File: config.mk
export PLATFORM = sky130hd
export DESIGN_NAME = rf_bias_ctrl
export DESIGN_NICKNAME = d
export VERILOG_FILES = /design/src/rf_bias_pkg.sv /design/src/bias_level_decode.sv /design/src/wb_slave_port.sv /design/src/rf_bias_ctrl.sv
export VERILOG_INCLUDE_DIRS = /design/src
export SDC_FILE = /design/constraint.sdc
export NUM_CORES = 1
export LEC_CHECK = 0
export BUFFER_PORTS_ARGS = -buffer_cell sky130_fd_sc_hd__buf_4
export CORE_MARGIN = 5
export CORE_UTILIZATION = 37
export DETAILED_ROUTE_END_ITERATION = 16
export GPL_TIMING_DRIVEN = 0
export PLACE_DENSITY = 0.83
export SLEW_MARGIN = 20
export SYNTH_ARGS = -nofsm -noshare
export SYNTH_HDL_FRONTEND = slang
export SYNTH_SLANG_ARGS = --single-unit
File: constraint.sdc
create_clock -name clk_sys -period 1.85 [get_ports clk_sys]
set_input_delay 0.37 -clock clk_sys [delete_from_list [all_inputs] [get_ports clk_sys]]
set_output_delay 0.37 -clock clk_sys [all_outputs]
set_load 0.005 [all_outputs]
File: src/rf_bias_cfg.svh
`ifndef RF_BIAS_CFG_SVH
`define RF_BIAS_CFG_SVH

// ----------------------------------------
// Bus geometry
// ----------------------------------------
`define WB_ADR_W 4
`define WB_DAT_W 32
`define WB_SEL_W 4

// ----------------------------------------
// Register byte addresses
// ----------------------------------------
`define CTRL_ADDR 4'h0
`define STAT_ADDR 4'h4
`define IDENT_ADDR 4'h8

// ----------------------------------------
// Control register fields and reset
// ----------------------------------------
`define PORT_MODE_BIT 12
`define POLARITY_BIT 13
`define ENABLE_BIT 14
`define CFG_LANE 1
`define CTRL_RESET 32'h0000_0000
`define READ_ZERO 32'h0000_0000
`define IDENT_DEFAULT 32'h0000_5A01

// ----------------------------------------
// Status register fields
// ----------------------------------------
`define STAT_LEVEL_BIT 0
`define STAT_DRIVE_BIT 1
`define STAT_MODE_LSB 4

// ----------------------------------------
// Radio mode codes
// ----------------------------------------
`define MODE_W 3
`define MODE_OFF 3'h0
`define MODE_HIBERNATE 3'h1
`define MODE_DOZE 3'h2
`define MODE_IDLE 3'h3
`define MODE_RX 3'h4
`define MODE_TX 3'h5

// ----------------------------------------
// Pin stage one-hot state codes
// ----------------------------------------
`define PIN_HIZ 3'h1
`define PIN_LOW 3'h2
`define PIN_HIGH 3'h4

`endif

File: src/rf_bias_pkg.sv
`include "rf_bias_cfg.svh"

package rf_bias_pkg;

	// ----------------------------------------
	// Radio state from the sequencer
	// ----------------------------------------
	typedef enum logic [`MODE_W-1:0] {
		MODE_OFF = `MODE_OFF,
		MODE_HIBERNATE = `MODE_HIBERNATE,
		MODE_DOZE = `MODE_DOZE,
		MODE_IDLE = `MODE_IDLE,
		MODE_RX = `MODE_RX,
		MODE_TX = `MODE_TX
	} radio_mode_type;

	// ----------------------------------------
	// Output pin stage states
	// ----------------------------------------
	typedef enum logic [2:0] {
		PIN_HIZ = `PIN_HIZ,
		PIN_LOW = `PIN_LOW,
		PIN_HIGH = `PIN_HIGH
	} pin_state_type;

	// ----------------------------------------
	// Configuration bits
	// ----------------------------------------
	typedef struct packed {
		logic bias_out_enable;
		logic bias_polarity_invert;
		logic port_select_mode;
	} bias_cfg_type;

	// ----------------------------------------
	// Wishbone request from the master
	// ----------------------------------------
	typedef struct packed {
		logic cyc;
		logic stb;
		logic we;
		logic [`WB_ADR_W-1:0] adr;
		logic [`WB_SEL_W-1:0] sel;
		logic [`WB_DAT_W-1:0] dat;
	} wb_req_type;

endpackage : rf_bias_pkg

File: src/bias_level_decode.sv
`timescale 1ns/1ps

module bias_level_decode
	import rf_bias_pkg::*;
(
	input bias_cfg_type cfg,
	input radio_mode_type radio_mode,
	output logic drive,
	output logic level
);

	// ----------------------------------------
	// Pin decode from settings and radio state
	// ----------------------------------------
	// Off and unknown codes float the pin: level is held at zero there
	always_comb begin
		drive = 1'b0;
		level = 1'b0;
		if (cfg.bias_out_enable) begin
			case (radio_mode)
				MODE_TX: begin
					drive = 1'b1;
					// Single port ignores invert entirely
					level = cfg.port_select_mode ? 1'b1
						: ~cfg.bias_polarity_invert;
				end
				MODE_RX: begin
					drive = 1'b1;
					level = cfg.port_select_mode ? 1'b0
						: cfg.bias_polarity_invert;
				end
				MODE_IDLE, MODE_DOZE, MODE_HIBERNATE: begin
					drive = 1'b1;
					level = 1'b0;
				end
				default: begin
					drive = 1'b0;
					level = 1'b0;
				end
			endcase
		end
	end

endmodule : bias_level_decode

File: src/wb_slave_port.sv
`timescale 1ns/1ps
`include "rf_bias_cfg.svh"

module wb_slave_port
	import rf_bias_pkg::*;
(
	input logic clk_sys,
	input logic rst_n,
	input wb_req_type wb_req,
	input logic [`WB_DAT_W-1:0] rd_word,
	output logic ack_q,
	output logic [`WB_DAT_W-1:0] dat_q,
	output logic wr_stb
);

	logic ack_d;
	logic [`WB_DAT_W-1:0] dat_d;
	logic req_live;

	// ----------------------------------------
	// Single-wait answer, one-cycle ack
	// ----------------------------------------
	// Read word is captured as ack rises; address is already stable
	always_comb begin
		req_live = wb_req.cyc & wb_req.stb & ~ack_q;
		ack_d = req_live;
		dat_d = req_live ? rd_word : dat_q;
	end

	always_ff @(posedge clk_sys or negedge rst_n) begin
		if (!rst_n) begin
			ack_q <= 1'b0;
			dat_q <= `READ_ZERO;
		end else begin
			ack_q <= ack_d;
			dat_q <= dat_d;
		end
	end

	// Writes commit on the edge where the master sees ack
	assign wr_stb = ack_q & wb_req.cyc & wb_req.stb & wb_req.we;

endmodule : wb_slave_port

File: src/rf_bias_ctrl.sv
// Local design decisions: the Wishbone slave port and the address map.
`timescale 1ns/1ps
// Contract
// - Pin is driven only with enable set; otherwise floats in powered states.
// - Enabled level follows port mode first, then transmit or receive.
// - Single port mode ignores the polarity invert bit.
// - Single port, enabled: high in transmit, low in receive.
// - Dual port: invert picks transmit level, receive is the opposite.
// - Dual, not inverted: TX high, RX low; inverted: TX low, RX high.
// - Enabled and idle, doze or hibernate: pin driven low.
// - Enable lives at control bit 14, resets to zero.
// - Port mode at bit 12, resets zero (dual); one selects single.
// - Invert at bit 13, resets zero; matters only dual and enabled.
`include "rf_bias_cfg.svh"

module rf_bias_ctrl
	import rf_bias_pkg::*;
#(
	parameter logic [`WB_DAT_W-1:0] IDENT_VALUE = `IDENT_DEFAULT // Arbitrary
)
(
	input logic clk_sys,
	input logic rst_n,
	input wb_req_type wb_req,
	output logic [`WB_DAT_W-1:0] wb_dat_o,
	output logic wb_ack_o,
	input radio_mode_type radio_mode,
	output logic rf_bias_ctrl_out,
	output logic rf_bias_ctrl_oe_n
);

	// ----------------------------------------
	// Declarations
	// ----------------------------------------
	bias_cfg_type cfg_q;
	bias_cfg_type cfg_d;
	pin_state_type pin_q;
	pin_state_type pin_d;
	logic out_q;
	logic out_d;
	logic oe_n_q;
	logic oe_n_d;
	logic dec_drive;
	logic dec_level;
	logic wr_stb;
	logic wr_ctrl;
	logic [`WB_DAT_W-1:0] rd_word;

	// ----------------------------------------
	// Bus slave
	// ----------------------------------------
	wb_slave_port u_port (
		.clk_sys(clk_sys),
		.rst_n(rst_n),
		.wb_req(wb_req),
		.rd_word(rd_word),
		.ack_q(wb_ack_o),
		.dat_q(wb_dat_o),
		.wr_stb(wr_stb)
	);

	// Byte lane 1 carries all three bits; other lanes are ignored
	assign wr_ctrl = wr_stb & (wb_req.adr == `CTRL_ADDR)
		& wb_req.sel[`CFG_LANE];

	// ----------------------------------------
	// Read mux
	// ----------------------------------------
	// Unmapped addresses still ack and read as zero
	always_comb begin
		rd_word = `READ_ZERO;
		case (wb_req.adr)
			`CTRL_ADDR: begin
				rd_word[`ENABLE_BIT] = cfg_q.bias_out_enable;
				rd_word[`POLARITY_BIT] = cfg_q.bias_polarity_invert;
				rd_word[`PORT_MODE_BIT] = cfg_q.port_select_mode;
			end
			`STAT_ADDR: begin
				rd_word[`STAT_LEVEL_BIT] = out_q;
				rd_word[`STAT_DRIVE_BIT] = ~oe_n_q;
				rd_word[`STAT_MODE_LSB +: `MODE_W] = radio_mode;
			end
			`IDENT_ADDR: begin
				rd_word = IDENT_VALUE;
			end
			default: begin
				rd_word = `READ_ZERO;
			end
		endcase
	end

	// ----------------------------------------
	// Configuration register
	// ----------------------------------------
	always_comb begin
		cfg_d = cfg_q;
		if (wr_ctrl) begin
			cfg_d.bias_out_enable = wb_req.dat[`ENABLE_BIT];
			cfg_d.bias_polarity_invert = wb_req.dat[`POLARITY_BIT];
			cfg_d.port_select_mode = wb_req.dat[`PORT_MODE_BIT];
		end
	end

	// All three bits clear: dual port, not inverted, pin floating
	always_ff @(posedge clk_sys or negedge rst_n) begin
		if (!rst_n) begin
			cfg_q <= '0;
		end else begin
			cfg_q <= cfg_d;
		end
	end

	// ----------------------------------------
	// Level decode
	// ----------------------------------------
	bias_level_decode u_decode (
		.cfg(cfg_q),
		.radio_mode(radio_mode),
		.drive(dec_drive),
		.level(dec_level)
	);

	// ----------------------------------------
	// Pin stage
	// ----------------------------------------
	// One register stage so the pad sees no decode glitches
	always_comb begin
		case ({dec_drive, dec_level})
			2'b11: pin_d = PIN_HIGH;
			2'b10: pin_d = PIN_LOW;
			default: pin_d = PIN_HIZ;
		endcase
		case (pin_d)
			PIN_HIGH: begin
				out_d = 1'b1;
				oe_n_d = 1'b0;
			end
			PIN_LOW: begin
				out_d = 1'b0;
				oe_n_d = 1'b0;
			end
			PIN_HIZ: begin
				out_d = 1'b0;
				oe_n_d = 1'b1;
			end
			default: begin
				out_d = 1'b0;
				oe_n_d = 1'b1;
			end
		endcase
	end

	always_ff @(posedge clk_sys or negedge rst_n) begin
		if (!rst_n) begin
			pin_q <= PIN_HIZ;
			out_q <= 1'b0;
			oe_n_q <= 1'b1;
		end else begin
			pin_q <= pin_d;
			out_q <= out_d;
			oe_n_q <= oe_n_d;
		end
	end

	assign rf_bias_ctrl_out = out_q;
	assign rf_bias_ctrl_oe_n = oe_n_q;
endmodule : rf_bias_ctrl

==> metrics, run 1 <==
drt via density=4.03; clock slew at the register clock pins of the worst setup and hold paths=0.08 ns; crit path from=wb_req[39]; largest cells by area after synthesis=dfrtp_1 42%, buf_4 21%, mux2_4 5.5%; Setup TNS=0 ns; Area growth syn-to-layout=43.7%; flop-to-flop setup slack=0.54 ns; Hold Vio Cnt, Final=0; largest net degree at the start of global routing=16; Synth Warn #=0; status=completed; RR Startpoint=u_port.ack_q; GR Util All Layers=11.0%; #FFs+latches synth=15; final clock skew=0.00554 ns; count of final max-slew check failures=0; Hold Crit Start=radio_mode[1]; CTS max path bufs=2; WHS=0.287 ns; total wire length=1790 um; PwrDens=556 nW/um^2; vias in the first global route=634; crit path capture type=flop; Synth area leader=dfrtp_1; Layout Cells excl Fill=158; 1st-iter DRT viols=11; first-pass GRT wire length=2820 um; Yosys cell types=22; CP max FO=4; hold_buf cts=1; routed length per instance=11.3 um; die height=57.2 um; std cell rows=17; worst hold path depth=2; I/O pin count=83; worst-skew pair later-pin latency=0.28 ns; most frequent cells in the layout=51 x buf_4, 22 x conb_1, 14 x dfrtp_1, 7 x nand2_1; critical path startpoint category=input port; clock buffer count from CTS=3; clock root buffer=clkbuf_4; Cells after Synth=76; post-DP HPWL=1530 um; vias=637; net total in the final layout=179; Worst Path Arrival=1.50 ns; fill count=196; H-tree lvl count=1; crit path time final=1.33 ns; Setup-failing EPs final=0; leakage=0.662 nW; post-CTS resize count=0; commonest non-fill, non-tap cell in the layout=buf_4; Req. time, crit path=2.02 ns; Seq/Total Area, Yosys=45.7%; count of input and output buffers=28; mean area per synthesized cell=10.8 um^2; gr ovfl total=0; fmax=751 MHz; die width=57.2 um; Routed Antenna Nets=0; Pwr Total=0.000659 W; TritonCTS clock tree=built; Peak supply drop=260 uV; Max Cap Violations=0; placed cell count=153; Ant. Diodes=0; critical path class=input port to flop; hold crit path type=input port to flop; Post-route DRC=0; Tcrit/Tclk final=71.9%; clk sinks=15; Core Region=2170 um^2; worst r2r path cells=3; share of the synthesized area in the top cell type=42.5%; Mapped Area=825 um^2; final cell utilization of the core=54.6%; layout cell share with drive strength beyond 1=47.7%; Starting Density=38.0%; DRT Pass-1 Iters=4; RSZ-0062 raised after global routing=false; GPL Wtd Cong=0.716; Post-CTS Setup Bufs=0; Die Area=3270 um^2; antenna violations before repair=0
[through the flow]
| stage | cell area [um^2] | setup WS, ns |
|---|---|---|
| 2_1_floorplan | 903 | 0.470 |
| 5_1_grt | 1180 | 0.475 |
| 4_1_cts | 1180 | 0.524 |
| 3_3_place_gp | 1150 | 0.264 |
| 6_report | 1180 | 0.519 |
| 3_5_place_dp | 1150 | 0.228 |
[where the power goes]
group          switching, W  internal [W]  leakage, nW
Combinational     0.0000519     0.0000758        0.443
Sequential       0.00000638      0.000338        0.204
Clock              0.000104     0.0000838       0.0150
Total              0.000162      0.000497        0.662
[critical path, cell delays in order]
cell,delay [ns]
buf_4,0.13
nor4_4,0.38
and4_4,0.32
mux2_4,0.30
[cell usage after synthesis, drive strengths merged]
cell,n
and3,1
xnor2,1
nor4,1
and2b,1
a21oi,4
a22o,4
o21ai,4
clkbuf,1
and4,1
nand3b,1
buf,23
dfrtp,14
dfstp,1
nand2,7
mux2,4
nor3,2
nor4b,2
inv,2
conb,1
nor2b,1
[sequential cells by signal, indices dropped and copies added (netlist names)]
name               count
cfg_q                  3
rf_bias_ctrl_oe_n      1
rf_bias_ctrl_out       1
u_port.ack_q           1
u_port.dat_q           9
[final timing paths]
kind	to
setup / recovery	cfg_q[2]
min in group asynchronous	u_port.dat_q[1]
hold reg to reg	rf_bias_ctrl_oe_n
setup reg to reg	u_port.dat_q[1]
hold / removal	rf_bias_ctrl_out
max in group asynchronous	rf_bias_ctrl_oe_n
[layout make-up]
class	instances	area, um^2	share of cell area, %
sequential	15	377	31.8
clock buffer	4	26.3	2.22
buffer	24	176	14.9
multi-input combinational	56	343	28.9
tap	28	35.0	2.96
timing repair buffer	29	220	18.6
inverter	2	7.51	0.634
[metal layers]
layer / track usage [%] / vias to the layer above / wire length (um)
li1: - / 321 / -
met1: 12.8 / 283 / 720
met2: 18.1 / 30 / 873
met3: 3.39 / 3 / 171
met4: 5.96 / 0 / 28
met5: 0 / - / 0
[kinds of logic after synthesis]
kind of cell	count (synthesis)	synth area share, %
simple gates	17	14.6
mux	4	6.83
flops	15	45.7
buf+inv	26	22.3
other cells	1	0.455
compound gates	12	9.10
xor+xnor	1	1.06
Power figures use the tool's default switching activity.
==> inputs of run 2 (changes only) <==
- CORE_UTILIZATION: 37 -> 35
- PLACE_DENSITY: 0.83 -> 0.79
- clock period: 1.85 -> 1.3 ns (I/O delays scaled with it)
==> metrics, run 2 (same netlist as run 1, synthesis figures left out) <==
Tcrit/Tclk final=92.6%; final cell utilization of the core=53.4%; max reg flops=9; status=completed; sequential power share=52.4%; clock share of power=27.9%; H-tree lvl count=1; die width=58.5 um; largest reg by FF count=u_port.dat_q; Ant. Diodes=0; total wire length=1750 um; CTS max path bufs=2; Logic pwr share=19.7%; antenna violations before repair=0; fill count=223; clock root buffer=clkbuf_4; clock slew at the register clock pins of the worst setup and hold paths=0.08 ns; Setup-failing EPs final=0; drt via density=4.03; post-DP HPWL=1510 um; clock buffer count from CTS=3; std cell rows=17; gr ovfl total=0; Post-route DRC=0; met2 WL=833 um; PwrDens=783 nW/um^2; layout cell share with drive strength beyond 1=48.9%; worst-skew pair later-pin latency=0.28 ns; Hold Vio Cnt, Final=0; commonest non-fill, non-tap cell in the layout=buf_4; most frequent cells in the layout=52 x buf_4, 22 x conb_1, 14 x dfrtp_1, 7 x nand2_1; fmax=831 MHz; critical path startpoint category=flop; count of input and output buffers=28; placed cell areas=1150 um^2; Starting Density=36.9%; Pwr Total=0.000934 W; die height=58.5 um; DR WL met3=225 um; Routed Antenna Nets=0; vias in the first global route=634; TritonCTS clock tree=built; hold crit path type=input port to flop; count of final max-slew check failures=0; crit path capture type=flop; Die Area=3430 um^2; crit path time final=1.20 ns; vias=640; net switching power=0.000225 W; final clock skew=0.00391 ns; critical path class=flop to flop; leakage=0.669 nW; Req. time, crit path=1.48 ns; GPL Wtd Cong=0.704; Met1 Wirelength=678 um; area of the multi-input gates=343 um^2; GR Util All Layers=10.7%; Int Pwr=0.000710 W; RSZ-0062 raised after global routing=false; Switching Share=24.0%; Core Region=2230 um^2; CP max FO=10; DRT Pass-1 Iters=2; net total in the final layout=180; Seq. cell area=377 um^2; top layer in use=met4; Worst Path Arrival=1.38 ns; Area growth syn-to-layout=44.8%; Peak supply drop=389 uV; clk sinks=15; Max Cap Violations=0; largest net degree at the start of global routing=16; routed length per instance=11.0 um; Finished Cell Area=1190 um^2; I/O pin count=83; first-pass GRT wire length=2770 um; top flop regs=u_port.dat_q: 9 flops, cfg_q: 3 flops; 1st-iter DRT viols=9
==> run 2: cell count changes in the layout (fill, tap and decap cells not counted) <==
cell / delta
buf_4: +1
clkbuf_2: +1
clkbuf_1: -1
==> run 2: final timing paths <==
| check | from | to | cells after the start | slack, ns |
|---|---|---|---|---|
| setup / recovery | u_port.ack_q | u_port.dat_q[1] | 3 | 0.1 |
| hold / removal | radio_mode[1] | rf_bias_ctrl_out | 2 | 0.16 |
| setup reg to reg | u_port.ack_q | u_port.dat_q[1] | 3 | 0.1 |
| hold reg to reg | cfg_q[2] | rf_bias_ctrl_oe_n | 1 | 0.47 |
| max in group asynchronous | rst_n | rf_bias_ctrl_oe_n | 2 | 0.71 |
| min in group asynchronous | rst_n | u_port.dat_q[0] | 2 | 0.36 |
==> run 2: repair_timing <==
| item | CTS | global route |
|---|---|---|
| hold buffers | 1 | 0 |
| buffers inserted | 0 | 1 |
| setup endpoints to repair | 1 | 7 |
| gates resized for setup | 1 | 0 |
| hold endpoints to repair | 14 | 0 |
==> run 2: cell type report <==
type	instances	area share (%)
clock buffer	4	2.20
sequential	15	31.6
tap	28	2.94
multi-input combinational	56	28.7
timing repair buffer	30	19.1
buffer	24	14.9
inverter	2	0.629
==> run 2: power by group through the flow <==
stage                     combinational (W)  clock (W)  sequential [W]
after floorplan                   0.0000943          0        0.000498
after global placement             0.000173          0        0.000498
after detailed placement           0.000178          0        0.000499
after CTS                          0.000181   0.000275        0.000490
after global routing               0.000205   0.000294        0.000491
final                              0.000184   0.000261        0.000489
==> run 2: metal layers <==
metal / vias to the layer above / GRT usage, %
met1: 280 / 13.5
met3: 2 / 3.95
met2: 34 / 16.3
met5: - / 0
li1: 324 / -
met4: 0 / 4.97
==> run 2: through the flow <==
stage                     hold WS, ns  setup WS, ns  TNS, ns  cells
final                           0.164        0.0965        0    159
after floorplan               -0.0356        0.0303        0     97
after global routing            0.148        0.0107        0    159
after detailed placement        0.124        -0.176   -0.563    153
after global placement          0.117        -0.180   -0.539    153
after CTS                       0.153       0.00111        0    158
==> run 2: worst max-delay path: stages (launching register included) <==
cell	delay, ns
dfrtp_1	0.39
nand3b_1	0.24
clkbuf_2	0.22
a22o_1	0.25
